===== src/pkg/rbc_consts.svh =====
// register offsets, field positions, reset values and counts of the radio control bank
`ifndef RBC_CONSTS_SVH
`define RBC_CONSTS_SVH

// =====================================================================
// register offsets
`define RBC_ADDR_SYNTH_A 6'h01
`define RBC_ADDR_SYNTH_N 6'h02
`define RBC_ADDR_CONTROL 6'h03
`define RBC_ADDR_RATE 6'h04
`define RBC_ADDR_CONFIG 6'h05
`define RBC_ADDR_SER_CTL 6'h06
`define RBC_ADDR_RX_STATUS 6'h08
`define RBC_ADDR_RX_DATA 6'h09
`define RBC_ADDR_RX_VALID 6'h0A
`define RBC_ADDR_TX_DATA 6'h0F
`define RBC_ADDR_CHANNEL 6'h21

// =====================================================================
// reset values
`define RBC_RST_SYNTH_A 5'h00
`define RBC_RST_SYNTH_N 7'h00
`define RBC_RST_CONTROL 8'h00
`define RBC_RST_RATE 3'h0
`define RBC_RST_CONFIG 8'h01
`define RBC_RST_SER_CTL 4'h3
`define RBC_RST_CHANNEL 8'h00

// =====================================================================
// field positions
`define RBC_CHAN_SEL_BIT 7
`define RBC_RATE_CODE32_BIT 2
`define RBC_RATE_DDR_BIT 1
`define RBC_RATE_OSR12_BIT 0
`define RBC_CFG_RX_INV_BIT 4
`define RBC_CFG_TX_INV_BIT 3
`define RBC_SER_EN_BIT 3
`define RBC_STAT_NONEMPTY_BIT 0
`define RBC_STAT_EOF_BIT 1
`define RBC_STAT_FLOW_BIT 2

// =====================================================================
// irq pin drive styles
`define RBC_IRQ_OPEN_SOURCE 2'h3
`define RBC_IRQ_OPEN_DRAIN 2'h2
`define RBC_IRQ_PUSH_HIGH 2'h1
`define RBC_IRQ_PUSH_LOW 2'h0

// =====================================================================
// channel to divider mapping: total count = base + channel, A = low 5 bits
`define RBC_SYNTH_BASE 12'h940
`define RBC_RX_FIFO_DEPTH 8

`endif


===== src/pkg/rbc_pkg.sv =====
// types shared by the radio control bank
package rbc_pkg;

  // =====================================================================
  // control register fields, msb first
  typedef struct packed {
    logic rx_en;
    logic tx_en;
    logic code_half;
    logic settle_src;
    logic amp_manual;
    logic amp_on;
    logic synth_manual;
    logic synth_on;
  } rbc_ctrl_s;

  // =====================================================================
  // synthesizer divider pair
  typedef struct packed {
    logic [6:0] n_count;
    logic [4:0] a_count;
  } rbc_synth_s;

  // =====================================================================
  // one received byte with its per-bit valid mask
  typedef struct packed {
    logic [7:0] valid;
    logic [7:0] data;
  } rbc_rx_word_s;

  // =====================================================================
  // steering handed to the rf and correlator logic
  typedef struct packed {
    logic rx_mode;
    logic tx_mode;
    logic synth_on;
    logic settle_src;
    logic amp_on;
    logic code_half;
    logic code32;
    logic ddr;
    logic osr12;
    logic dual_code;
    logic rate_invalid;
  } rbc_radio_s;

endpackage : rbc_pkg


===== src/design/rbc_fifo.sv =====
// small synchronous fifo with valid/ready on both sides
`timescale 1ns/1ps
module rbc_fifo #(
  parameter int WIDTH = 16,
  parameter int DEPTH = 8
) (
  input wire logic clk_sys, // system clock
  input wire logic arst_n, // async reset, active low
  input wire logic in_valid, // write request
  output logic in_ready, // room available
  input wire logic [WIDTH-1:0] in_data, // write word
  output logic out_valid, // word available
  input wire logic out_ready, // read acknowledge
  output logic [WIDTH-1:0] out_data // head word
);
  localparam int PW = (DEPTH > 1) ? $clog2(DEPTH) : 1;
  localparam logic [PW:0] FULL_CNT = (PW+1)'(DEPTH);
  localparam logic [PW-1:0] LAST_PTR = PW'(DEPTH - 1);

  logic [WIDTH-1:0] mem_q [DEPTH];
  logic [PW-1:0] wr_ptr_q;
  logic [PW-1:0] rd_ptr_q;
  logic [PW:0] count_q;
  wire push = in_valid && in_ready;
  wire pop = out_valid && out_ready;

  assign in_ready = (count_q != FULL_CNT);
  assign out_valid = (count_q != '0);
  assign out_data = mem_q[rd_ptr_q];

  always_ff @(posedge clk_sys or negedge arst_n) begin
    if (!arst_n) begin
      wr_ptr_q <= '0;
      rd_ptr_q <= '0;
      count_q <= '0;
    end else begin
      if (push) begin
        wr_ptr_q <= (wr_ptr_q == LAST_PTR) ? '0 : wr_ptr_q + 1'b1;
      end
      if (pop) begin
        rd_ptr_q <= (rd_ptr_q == LAST_PTR) ? '0 : rd_ptr_q + 1'b1;
      end
      if (push && !pop) begin
        count_q <= count_q + 1'b1;
      end else if (pop && !push) begin
        count_q <= count_q - 1'b1;
      end
    end
  end

  // storage has no reset: contents are only seen behind out_valid
  always_ff @(posedge clk_sys) begin
    if (push) begin
      mem_q[wr_ptr_q] <= in_data;
    end
  end
endmodule : rbc_fifo


===== src/design/rbc_regs.sv =====
// control register bank of the spread-spectrum radio baseband
// Behaviour
// - channel bit 7 picks channel or dividers
// - channel mode: divider reads show derived values
// - 12x oversampling drops dual-code receive
// - serializer bit 3 picks byte or pin path
// - serializer moves one byte per access
// - eof length counts idle bit times
// - eof armed in receive after valid bit
// - eof flushes partial byte to receive data
// - length zero ends at first invalid bit
`timescale 1ns/1ps
`include "rbc_consts.svh"
module rbc_regs #(
  parameter int FIFO_DEPTH = `RBC_RX_FIFO_DEPTH
) (
  input wire logic clk_sys, // system clock, 40 MHz
  input wire logic arst_n, // async reset, active low
  input wire logic reg_wr, // register write strobe
  input wire logic reg_rd, // register read strobe
  input wire logic [5:0] reg_addr, // register address
  input wire logic [7:0] reg_wdata, // write data
  output logic [7:0] reg_rdata, // read data, valid cycle after reg_rd
  input wire logic bit_tick, // one pulse per over-the-air bit time
  input wire logic rx_bit, // correlated receive bit
  input wire logic rx_bit_valid, // receive bit correlated
  output logic tx_bit, // transmit bit to modulator
  output logic tx_bit_valid, // transmit bit present
  input wire logic auto_synth_req, // sequencer synth request
  input wire logic auto_amp_req, // sequencer amplifier request
  input wire logic irq_req, // combined interrupt request
  output logic irq_pin_o, // irq pin level
  output logic irq_pin_oe, // irq pin drive enable
  input wire logic direct_bit_data_i, // data pin input
  output logic direct_bit_data_o, // data pin output
  output logic direct_bit_data_oe, // data pin drive enable
  input wire logic direct_bit_valid_i, // valid pin input
  output logic direct_bit_valid_o, // valid pin output
  output logic direct_bit_valid_oe, // valid pin drive enable
  output rbc_pkg::rbc_synth_s synth_div, // dividers applied to synth
  output rbc_pkg::rbc_radio_s radio, // mode steering
  output logic eof_event // one-cycle end-of-frame pulse
);
  import rbc_pkg::*;

  // =====================================================================
  // registers
  logic [4:0] synth_a_q;
  logic [6:0] synth_n_q;
  rbc_ctrl_s ctrl_q;
  logic [2:0] rate_q;
  logic [2:0] cfg_q;
  logic [1:0] irq_style_q;
  logic [3:0] ser_q;
  logic [7:0] chan_q;
  logic [2:0] stat_q;
  logic [7:0] rdata_q;

  // =====================================================================
  // decode
  wire wr_a = reg_wr && (reg_addr == `RBC_ADDR_SYNTH_A);
  wire wr_n = reg_wr && (reg_addr == `RBC_ADDR_SYNTH_N);
  wire wr_ctrl = reg_wr && (reg_addr == `RBC_ADDR_CONTROL);
  wire wr_rate = reg_wr && (reg_addr == `RBC_ADDR_RATE);
  wire wr_cfg = reg_wr && (reg_addr == `RBC_ADDR_CONFIG);
  wire wr_ser = reg_wr && (reg_addr == `RBC_ADDR_SER_CTL);
  wire wr_chan = reg_wr && (reg_addr == `RBC_ADDR_CHANNEL);
  wire wr_tx = reg_wr && (reg_addr == `RBC_ADDR_TX_DATA);
  wire rd_stat = reg_rd && (reg_addr == `RBC_ADDR_RX_STATUS);
  wire rd_data = reg_rd && (reg_addr == `RBC_ADDR_RX_DATA);
  wire chan_mode = !chan_q[`RBC_CHAN_SEL_BIT];
  wire serdes_en = ser_q[`RBC_SER_EN_BIT];
  wire [2:0] eof_len = ser_q[2:0];
  wire rx_inv = cfg_q[1];
  wire tx_inv = cfg_q[0];

  // channel maps to a divider total; A is the low five bits
  wire [11:0] chan_total = `RBC_SYNTH_BASE + {5'h00, chan_q[6:0]};
  wire [4:0] chan_a = chan_total[4:0];
  wire [6:0] chan_n = chan_total[11:5];
  wire [4:0] eff_a = chan_mode ? chan_a : synth_a_q;
  wire [6:0] eff_n = chan_mode ? chan_n : synth_n_q;

  // =====================================================================
  // register writes, reserved bits dropped
  always_ff @(posedge clk_sys or negedge arst_n) begin
    if (!arst_n) begin
      synth_a_q <= `RBC_RST_SYNTH_A;
      synth_n_q <= `RBC_RST_SYNTH_N;
      ctrl_q <= `RBC_RST_CONTROL;
      rate_q <= `RBC_RST_RATE;
      {cfg_q, irq_style_q} <= {3'(`RBC_RST_CONFIG >> 2), 2'(`RBC_RST_CONFIG)};
      ser_q <= `RBC_RST_SER_CTL;
      chan_q <= `RBC_RST_CHANNEL;
    end else begin
      if (wr_a) synth_a_q <= reg_wdata[4:0];
      if (wr_n) synth_n_q <= reg_wdata[6:0];
      if (wr_ctrl) ctrl_q <= reg_wdata;
      if (wr_rate) rate_q <= reg_wdata[2:0];
      if (wr_cfg) {cfg_q, irq_style_q} <= {1'b0, reg_wdata[4:3], reg_wdata[1:0]};
      if (wr_ser) ser_q <= reg_wdata[3:0];
      if (wr_chan) chan_q <= reg_wdata;
    end
  end

  // =====================================================================
  // radio steering
  wire code32 = rate_q[`RBC_RATE_CODE32_BIT];
  wire ddr = code32 && rate_q[`RBC_RATE_DDR_BIT];
  wire osr12 = code32 && !ddr && rate_q[`RBC_RATE_OSR12_BIT];
  wire rate_bad = rate_q inside {3'h1, 3'h2, 3'h3, 3'h7};
  rbc_radio_s radio_d;
  always_comb begin
    radio_d.rx_mode = ctrl_q.rx_en;
    radio_d.tx_mode = ctrl_q.tx_en;
    radio_d.synth_on = ctrl_q.synth_manual ? ctrl_q.synth_on : auto_synth_req;
    radio_d.settle_src = ctrl_q.settle_src;
    radio_d.amp_on = ctrl_q.amp_manual ? ctrl_q.amp_on : auto_amp_req;
    radio_d.code_half = ctrl_q.code_half;
    radio_d.code32 = code32;
    radio_d.ddr = ddr;
    radio_d.osr12 = osr12;
    radio_d.dual_code = code32 && !ddr && !osr12;
    radio_d.rate_invalid = rate_bad;
  end
  // open styles (1x) drive the irq pin only while the request stands
  wire irq_o_d = irq_style_q[1] ? irq_style_q[0] : (irq_req ~^ irq_style_q[0]);
  wire irq_oe_d = irq_style_q[1] ? irq_req : 1'b1;
  rbc_radio_s radio_q;
  rbc_synth_s synth_q;
  logic irq_o_q;
  logic irq_oe_q;
  always_ff @(posedge clk_sys or negedge arst_n) begin
    if (!arst_n) begin
      radio_q <= '0;
      synth_q <= '0;
      {irq_o_q, irq_oe_q} <= 2'h0;
    end else begin
      radio_q <= radio_d;
      synth_q <= '{n_count: eff_n, a_count: eff_a};
      irq_o_q <= irq_o_d;
      irq_oe_q <= irq_oe_d;
    end
  end

  // =====================================================================
  // receive assembly and end-of-frame
  wire rx_b = rx_bit ^ rx_inv;
  wire rx_run = radio_q.rx_mode && serdes_en && bit_tick;
  logic [7:0] asm_data_q;
  logic [7:0] asm_valid_q;
  logic [2:0] asm_cnt_q;
  logic asm_any_q;
  logic armed_q;
  logic [2:0] idle_q;
  logic push_q;
  rbc_rx_word_s push_word_q;
  logic eof_q;

  wire eof_hit = rx_run && armed_q && !rx_bit_valid && (idle_q == eof_len);
  wire take_bit = rx_run && (rx_bit_valid || armed_q) && !eof_hit;
  wire [7:0] bit_sel = 8'h01 << asm_cnt_q;
  wire [7:0] nxt_data = rx_b ? (asm_data_q | bit_sel) : (asm_data_q & ~bit_sel);
  wire [7:0] nxt_valid = rx_bit_valid ? (asm_valid_q | bit_sel) : asm_valid_q;

  always_ff @(posedge clk_sys or negedge arst_n) begin
    if (!arst_n) begin
      {asm_data_q, asm_valid_q, asm_cnt_q, asm_any_q} <= 20'h00000;
      {armed_q, idle_q, push_q, eof_q} <= 6'h00;
      push_word_q <= '0;
    end else begin
      push_q <= 1'b0;
      eof_q <= eof_hit;
      if (!radio_q.rx_mode) begin
        armed_q <= 1'b0;
      end else if (rx_run && rx_bit_valid) begin
        armed_q <= 1'b1;
        idle_q <= 3'h0;
      end else if (rx_run && armed_q && !eof_hit) begin
        idle_q <= idle_q + 3'h1;
      end
      if (eof_hit) begin
        armed_q <= 1'b0;
        idle_q <= 3'h0;
        asm_cnt_q <= 3'h0;
        asm_any_q <= 1'b0;
        asm_valid_q <= 8'h00;
        push_q <= asm_any_q && (asm_valid_q != 8'h00); // gap bits alone carry no data
        push_word_q <= '{valid: asm_valid_q, data: asm_data_q};
      end else if (take_bit) begin
        asm_cnt_q <= asm_cnt_q + 3'h1;
        if (asm_cnt_q == 3'h7) begin
          push_q <= 1'b1;
          push_word_q <= '{valid: nxt_valid, data: nxt_data};
          asm_any_q <= 1'b0;
          asm_valid_q <= 8'h00;
        end else begin
          asm_any_q <= 1'b1;
          asm_data_q <= nxt_data;
          asm_valid_q <= nxt_valid;
        end
      end
    end
  end

  // =====================================================================
  // receive fifo, drained one byte per data read
  logic fifo_in_ready;
  logic fifo_out_valid;
  rbc_rx_word_s fifo_head;
  wire pop = rd_data && fifo_out_valid;

  rbc_fifo #(
    .WIDTH($bits(rbc_rx_word_s)),
    .DEPTH(FIFO_DEPTH)
  ) u_rx_fifo (
    .clk_sys(clk_sys),
    .arst_n(arst_n),
    .in_valid(push_q),
    .in_ready(fifo_in_ready),
    .in_data(push_word_q),
    .out_valid(fifo_out_valid),
    .out_ready(pop),
    .out_data(fifo_head)
  );

  // overflow when fifo refuses a byte, underflow on empty read; set beats clear
  wire flow_set = (push_q && !fifo_in_ready) || (rd_data && !fifo_out_valid);
  always_ff @(posedge clk_sys or negedge arst_n) begin
    if (!arst_n) begin
      stat_q <= 3'h0;
    end else begin
      stat_q[`RBC_STAT_NONEMPTY_BIT] <= fifo_out_valid;
      stat_q[`RBC_STAT_EOF_BIT] <= eof_q || (stat_q[`RBC_STAT_EOF_BIT] && !rd_stat);
      stat_q[`RBC_STAT_FLOW_BIT] <= flow_set || (stat_q[`RBC_STAT_FLOW_BIT] && !rd_stat);
    end
  end

  // =====================================================================
  // transmit serializer and direct pins
  logic [7:0] tx_shift_q;
  logic [3:0] tx_left_q;
  logic tx_bit_q;
  logic tx_val_q;
  logic dio_d_q;
  logic dio_v_q;
  logic dio_oe_q;
  wire tx_tick = radio_q.tx_mode && bit_tick;
  always_ff @(posedge clk_sys or negedge arst_n) begin
    if (!arst_n) begin
      {tx_shift_q, tx_left_q} <= 12'h000;
      {tx_bit_q, tx_val_q, dio_d_q, dio_v_q, dio_oe_q} <= 5'h00;
    end else begin
      dio_oe_q <= ctrl_q.rx_en && !serdes_en;
      if (wr_tx && serdes_en && (tx_left_q == 4'h0)) begin
        tx_shift_q <= reg_wdata;
        tx_left_q <= 4'h8;
      end else if (tx_tick && serdes_en && (tx_left_q != 4'h0)) begin
        tx_shift_q <= {1'b0, tx_shift_q[7:1]};
        tx_left_q <= tx_left_q - 4'h1;
      end
      if (tx_tick) begin
        if (serdes_en) begin
          tx_bit_q <= tx_shift_q[0] ^ tx_inv;
          tx_val_q <= (tx_left_q != 4'h0);
        end else begin
          tx_bit_q <= direct_bit_data_i ^ tx_inv;
          tx_val_q <= direct_bit_valid_i;
        end
      end
      if (radio_q.rx_mode && bit_tick) begin
        dio_d_q <= rx_b;
        dio_v_q <= rx_bit_valid;
      end
    end
  end

  // =====================================================================
  // read mux
  logic [7:0] rd_mux;
  always_comb begin
    case (reg_addr)
      `RBC_ADDR_SYNTH_A: rd_mux = {3'h0, eff_a};
      `RBC_ADDR_SYNTH_N: rd_mux = {1'b0, eff_n};
      `RBC_ADDR_CONTROL: rd_mux = ctrl_q;
      `RBC_ADDR_RATE: rd_mux = {5'h00, rate_q};
      `RBC_ADDR_CONFIG: rd_mux = {3'h0, cfg_q[1:0], 1'b0, irq_style_q};
      `RBC_ADDR_SER_CTL: rd_mux = {4'h0, ser_q};
      `RBC_ADDR_RX_STATUS: rd_mux = {5'h00, stat_q};
      `RBC_ADDR_RX_DATA: rd_mux = fifo_out_valid ? fifo_head.data : 8'h00;
      `RBC_ADDR_RX_VALID: rd_mux = fifo_out_valid ? fifo_head.valid : 8'h00;
      `RBC_ADDR_CHANNEL: rd_mux = chan_q;
      default: rd_mux = 8'h00;
    endcase
  end
  always_ff @(posedge clk_sys or negedge arst_n) begin
    if (!arst_n) begin
      rdata_q <= 8'h00;
    end else if (reg_rd) begin
      rdata_q <= rd_mux;
    end
  end

  // =====================================================================
  // outputs
  assign reg_rdata = rdata_q;
  assign tx_bit = tx_bit_q;
  assign tx_bit_valid = tx_val_q;
  assign irq_pin_o = irq_o_q;
  assign irq_pin_oe = irq_oe_q;
  assign direct_bit_data_o = dio_d_q;
  assign direct_bit_data_oe = dio_oe_q;
  assign direct_bit_valid_o = dio_v_q;
  assign direct_bit_valid_oe = dio_oe_q;
  assign synth_div = synth_q;
  assign radio = radio_q;
  assign eof_event = eof_q;
endmodule : rbc_regs


===== config.mk =====
export PLATFORM = sky130hd
export DESIGN_NAME = rbc_regs
export DESIGN_NICKNAME = d
export VERILOG_FILES = /design/src/pkg/rbc_pkg.sv /design/src/design/rbc_fifo.sv /design/src/design/rbc_regs.sv
export VERILOG_INCLUDE_DIRS = /design/src /design/src/pkg
export SDC_FILE = /design/constraint.sdc
export NUM_CORES = 1
export LEC_CHECK = 0
export BUFFER_PORTS_ARGS = -buffer_cell sky130_fd_sc_hd__clkbuf_2
export CORE_ASPECT_RATIO = 0.6
export CORE_UTILIZATION = 55
export DETAILED_ROUTE_END_ITERATION = 16
export PLACE_DENSITY = 0.76
export SKIP_CTS_REPAIR_TIMING = 1
export SLEW_MARGIN = 20
export SYNTH_ARGS = -nofsm -noshare
export SYNTH_HDL_FRONTEND = slang
export SYNTH_HIERARCHICAL = 1
export SYNTH_SLANG_ARGS = --single-unit

===== constraint.sdc =====
create_clock -name clk_sys -period 2.6 [get_ports clk_sys]
set_clock_uncertainty 0.05 [all_clocks]
set_input_delay 0.13 -clock clk_sys [delete_from_list [all_inputs] [get_ports clk_sys]]
set_output_delay 0.13 -clock clk_sys [all_outputs]
set_load 0.02 [all_outputs]

==> flow_summary.toml, run 1 <==
[power_and_ir_drop]
p_total_mw = 9.12
power_leakage_nw = 5.16
power_density_mw_per_mm2 = 678
ir_worst_vdd_mv = 0.431

[die]
coreArea_mm2 = 0.0204
die_area_mm2 = 0.0218
initial_core_util_pct = 57.2
rows = 40
die_height_um = 115
ios = 66
die_w_um = 190

[route]
dr_total_vias = 7306
first_iter_violations = 787
first_pass_iters = 8
viasPerCell = 6.31
drc = 0
wl_per_cell_um = 23.9
routed_wl_um = 27700
antenna_left = 0

[final_layout]
antenna_cells = 0
utilization_pct = 66.0
drive_above_1_share_pct = 29.5
seqCellArea_mm2 = 0.00745
area_growth_pct = 15.4
multi_input_area_mm2 = 0.00404
final_common_cell = "dfrtp_1"
fillers = 1386
mostFrequentLayoutCells = "dfrtp_1, edfxtp_1, mux2_2"
finish.net_count = 909

[yosys]
syn_nets = 806
synth_edf_count = 128
ys_async_sr_fraction_pct = 52.9
yosys_warnings = 6
synth_cells = 763
ys_seq_area_share_pct = 64.0
synth_area_leaders = "edfxtp_1, dfrtp_1, mux2_2"
synth_top_area_share_pct = 33.0
ys_ff_latch = 272
yosys_most_used_dff = "dfrtp_1"
syn_area_mm2 = 0.0116
syn_area_per_cell_um2 = 15.3
yosysTopAreaCell = "edfxtp_1"
yosysUniqueCellTypes = 70

[place]
routabilityCongestion = 0.941
io_buffers = 65
dp_hpwl_um = 18500

[timing]
tns_ns = -0.00197
maxSlewViolCount = 0
relSlewSlack_pct = 22.5
finalSetupViolations = 1
timing_hold_violations_final = 2
clock.fmax_mhz = 384
period_needed_ns = 2.60
hold_slack_ns = -0.000719
finalCritPeriodShare_pct = 100
worst_pin_slew_ns = 1.16
grt_setup_unrepaired = "true"
fin_ws_ns = -0.00197

[clocking]
clkLatencyLatePin_ns = 0.52
cts_tree = "done"
clk_pin_slew_worst_paths_ns = 0.07
clock_path_buffers = 3
cts_buffers = 24
cts_htree_levels = 1
root_buffer = "clkbuf_16"
cts.sinks = 272

[critical_path]
cp_top_family = "simple AND/OR/NAND/NOR gates"
reg2reg_depth = 10
critPathArrivalTime_ns = 2.95
timing.reg2reg.setup_slack_ns = -0.002
r2r-start = "u_rx_fifo/count_q[0]"
cp_max_fo = 3
cp-start-kind = "flop"
critPathMaxStageDelay_ns = 0.59
cp_cell_sequence = "or4_4, nand2_4, nor2_4, nand2_2, ha_4, inv_4, ha_4, or4_4, o211ai_1, o211ai_1"
r2r_end = "u_rx_fifo/count_q[3]"
crit_buf_inv = 1
crit_path_end_kind = "flop"
cp_slowest_cell = "or4_4"
required_ns = 2.95
crit_type = "reg2reg"

[outcome]
status = "complete, but fails checks"
violations = "hold timing, setup timing"

[job]
drv_cap = 0

[min_path]
whs_path_depth = 3
whs_endpoint = "tx_bit_valid"
hold_path_class = "in2reg"
hp-start = "bit_tick"

[grt]
overflow = 0
grt_max_degree = 61
grt_pass1_vias = 7076
antenna_found_initial = 1
track_usage_pct = 25.4
grt_pass1_wl_um = 41600
## where the power goes
part	total [mW]	internal [mW]	switching, mW
Sequential	4.86	4.68	0.171
Clock	3.44	1.90	1.54
Combinational	0.823	0.321	0.502
Total	9.12	6.90	2.22
## synth_stat cells (all sizes together) (3+ instances only)
master / count
ha: 16
mux4: 32
dfstp: 3
nand3: 14
or4b: 3
and2: 8
o2bb2ai: 6
buf: 22
dfrtp: 141
nor4: 8
xnor2: 5
a22o: 18
o31ai: 4
o21ai: 20
or4: 3
nor3b: 3
edfxtp: 128
a21o: 8
nand2b: 6
nor2: 33
a221oi: 3
and3: 8
nor2b: 7
o211ai: 3
a21oi: 37
nor3: 11
a31oi: 16
xor2: 7
mux2: 77
nand2: 36
a222oi: 5
inv: 14
mux2i: 3
a22oi: 10
clkbuf: 21
## worst reg2reg max path: stages, from the launching register on
cell and delay, ns:
dfrtp_1 0.40, or4_4 0.59, nand2_4 0.11, nor2_4 0.04
nand2_2 0.11, ha_4 0.15, inv_4 0.04, ha_4 0.23
or4_4 0.52, o211ai_1 0.12, o211ai_1 0.12
## layout make-up
cell class                      count  area share (%)
Timing Repair Buffer              120            6.00
Tap cell                          273            2.54
Clock inverter                     13           0.707
Inverter                           14           0.409
Clock buffer                       31            4.89
Sequential cell                   272            55.4
Multi-Input combinational cell    434            30.0
## kinds of logic after synthesis
family / after synthesis / synth area share [%]
xor gates and xnor gates: 12 / 0.902
adders and majority gates: 18 / 1.98
and+or+nand+nor: 150 / 7.16
AOI/OAI and AO/OA: 142 / 8.41
DFF: 272 / 64.0
muxes: 112 / 15.1
buffers and inverters: 57 / 2.50
## registers in the layout, indices dropped and copies added (netlist names), 4 cells and up
name,flops
ctrl_q,8
reg_rdata,8
asm_valid_q,8
u_rx_fifo/count_q,4
ser_q,4
synth_a_q,5
tx_shift_q,8
synth_n_q,7
radio,11
chan_q,8
u_rx_fifo/mem_q,128
push_word_q,16
tx_left_q,4
asm_data_q,8
synth_div,12
## worst max path at each step
| stage | startpoint | endpoint | slack (ns) | depth (start not counted) |
|---|---|---|---|---|
| 2_1_floorplan | u_rx_fifo/count_q[0] | u_rx_fifo/count_q[3] | -0.16 | 10 |
| 3_3_place_gp | u_rx_fifo/count_q[1] | u_rx_fifo/count_q[3] | 0.07 | 10 |
| 3_5_place_dp | u_rx_fifo/count_q[1] | u_rx_fifo/count_q[3] | -0.06 | 10 |
| 4_1_cts | u_rx_fifo/count_q[1] | u_rx_fifo/count_q[3] | -0.07 | 10 |
| 5_1_grt | u_rx_fifo/count_q[0] | u_rx_fifo/count_q[3] | -0.05 | 10 |
| 6_report | u_rx_fifo/count_q[0] | u_rx_fifo/count_q[3] | -0.002 | 10 |
## metrics by stage
step           hold slack [ns]  cells  setup slack, ns  instance area, µm²
2_1_floorplan           -0.216    763           -0.165               11700
3_3_place_gp            0.0748   1095           0.0674               12500
3_5_place_dp            0.0896   1095          -0.0566               12500
4_1_cts                 -0.455   1139          -0.0683               13200
5_1_grt                 0.0108   1157          -0.0549               13400
6_report             -0.000719   1157         -0.00197               13400
## per-layer routing
| metal | track usage (%) | vias up | share of wire [%] |
|---|---|---|---|
| met3 | 6.68 | 35 | 9.3 |
| met4 | 4.52 | 0 | 1.4 |
| met5 | 0 | - | 0 |
| met2 | 36.2 | 350 | 43 |
| li1 | - | 3172 | - |
| met1 | 39.8 | 3749 | 46 |
Power figures use the tool's default switching activity.
==> inputs of run 2 (changes only) <==
CORE_MARGIN = 5   (was default)
GPL_TIMING_DRIVEN = 0   (was default)
==> flow_summary.toml, run 2 (synthesis results as in run 1) <==
[critical_path]
crit_start = "u_rx_fifo/count_q[1]"
endpoint = "u_rx_fifo/count_q[3]"
cp_cell_sequence = "or4_4, nand2_8, nor2_4, nand2_2, ha_4, clkinvlp_4, buf_4, ha_1, a21oi_1, mux2i_1, o211ai_1"
crit_buf_inv = 2
r2r_end = "u_rx_fifo/count_q[3]"
critPathMaxStageDelay_ns = 0.64
cp-start-kind = "flop"
critPathArrivalTime_ns = 3.22
cp_slowest_cell = "or4_4"
reg2reg_depth = 11
cp_top_family = "simple AND/OR/NAND/NOR gates"
crit_type = "reg2reg"
r2r-start = "u_rx_fifo/count_q[1]"
critical_path_cell_count = 11
required_ns = 2.95
crit_path_end_kind = "flop"
cp_max_fo = 5
timing.reg2reg.setup_slack_ns = -0.27

[die]
die_w_um = 198
die_height_um = 123
rows = 41
die_area_mm2 = 0.0243
coreArea_mm2 = 0.0209
ios = 66
initial_core_util_pct = 55.7

[route]
wl_per_cell_um = 23.7
drc = 0
viasPerCell = 6.23
first_pass_iters = 6
antenna_left = 0
dr_total_vias = 7508
first_iter_violations = 823
routed_wl_um = 28500

[timing]
grt_setup_unrepaired = "true"
fin_ws_ns = -0.272
relSlewSlack_pct = 29.6
hold_slack_ns = -0.0347
period_needed_ns = 2.87
timing_hold_violations_final = 2
finalSetupViolations = 3
finalCritPeriodShare_pct = 110
clock.fmax_mhz = 348
worst_pin_slew_ns = 1.04
maxSlewViolCount = 0

[clocking]
clk_pin_slew_worst_paths_ns = 0.07
clock_path_buffers = 3
root_buffer = "clkbuf_16"
clkLatencyLatePin_ns = 0.52
cts_htree_levels = 1
cts_buffers = 24
cts.sinks = 272
cts_tree = "done"

[place]
io_buffers = 60
place_ws_ns = -0.563
dp.cells = 1116
routabilityCongestion = 0.924
dp_hpwl_um = 18800

[grt]
grt_max_degree = 91
grt_pass1_wl_um = 42200
grt_pass1_vias = 7086
antenna_found_initial = 0
track_usage_pct = 22.7
overflow = 0

[outcome]
violations = "hold timing, setup timing"
status = "complete, but fails checks"

[final_layout]
stdcell_count = 1206
seqCellArea_mm2 = 0.00745
area_growth_pct = 19.2
utilization_pct = 66.4
antenna_cells = 0
largest_reg_flops = 128
drive_above_1_share_pct = 31.9
finish.net_count = 952
mostFrequentLayoutCells = "dfrtp_1, edfxtp_1, mux2_2"
fillers = 1401
top_register = "u_rx_fifo/mem_q"
multi_input_area_mm2 = 0.00400
final_common_cell = "dfrtp_1"

[power_and_ir_drop]
power_density_mw_per_mm2 = 699
power_leakage_nw = 5.41
ir_worst_vdd_mv = 0.625

[min_path]
hold_path_class = "in2reg"

[job]
drv_cap = 0
-- run 2: cell count changes in the layout (fill, tap and decap cells not counted), sizes merged, moves of 2 or more --
| cell | previous run | this run |
|---|---|---|
| buf | 44 | 71 |
| clkinv | 8 | 4 |
| clkbuf | 95 | 114 |
| bufinv | 1 | 6 |
| inv | 15 | 13 |
-- run 2: per-layer routing --
layer	up-vias	routed length, µm	track usage [%]	part of all wire [%]
met3	56	2950	6.75	10
li1	3258	-	-	-
met4	0	475	3.74	1.7
met1	3823	12900	36.2	45
met5	-	0	0	0
met2	371	12200	31.5	43
-- run 2: cell type report --
type | count | area share [%]
tap | 279 | 2.51
buffer | 42 | 1.89
sequential | 272 | 53.7
inverter | 14 | 0.405
multi-input combinational | 434 | 28.8
timing repair buffer | 121 | 6.13
clock inverter | 11 | 1.50
clock buffer | 33 | 5.08
-- run 2: worst min-delay path: cells and delay by family --
family	cells	cell delay (ns)
AO/OA/AOI/OAI	1	0.09
buffers and inverters	1	0.14
AND/OR/NAND/NOR	1	0.12
-- run 2: stage by stage --
| stage | total power [mW] | setup TNS (ns) | hold WS [ns] | cell area [µm²] |
|---|---|---|---|---|
| finish | 9.71 | -0.448 | -0.0347 | 13900 |
| CTS | 9.71 | -1.47 | -0.466 | 13400 |
| floorplan | 5.36 | -0.165 | -0.216 | 11700 |
| global placement | 5.67 | -214.53 | 0.318 | 12300 |
| global route | 10.0 | -0.622 | 0.0199 | 13900 |
| detailed placement | 5.70 | -1.29 | 0.0782 | 12500 |
-- run 2: report_power, final --
part           switching, mW  internal, mW  total (mW)
registers              0.156          4.68        4.84
logic                  0.507         0.311       0.818
clock network           1.56          2.50        4.05
total                   2.22          7.49        9.71
-- run 2: worst min path at each step --
stage	start	end	slack, ns	depth (start not counted)
floorplan	arst_n	armed_q	-0.22	0
global placement	auto_synth_req	radio[8]	0.32	2
detailed placement	arst_n	synth_n_q[1]	0.08	1
CTS	arst_n	ctrl_q[0]	-0.47	1
global route	bit_tick	tx_bit_valid	0.02	3
finish	bit_tick	direct_bit_data_o	-0.03	3
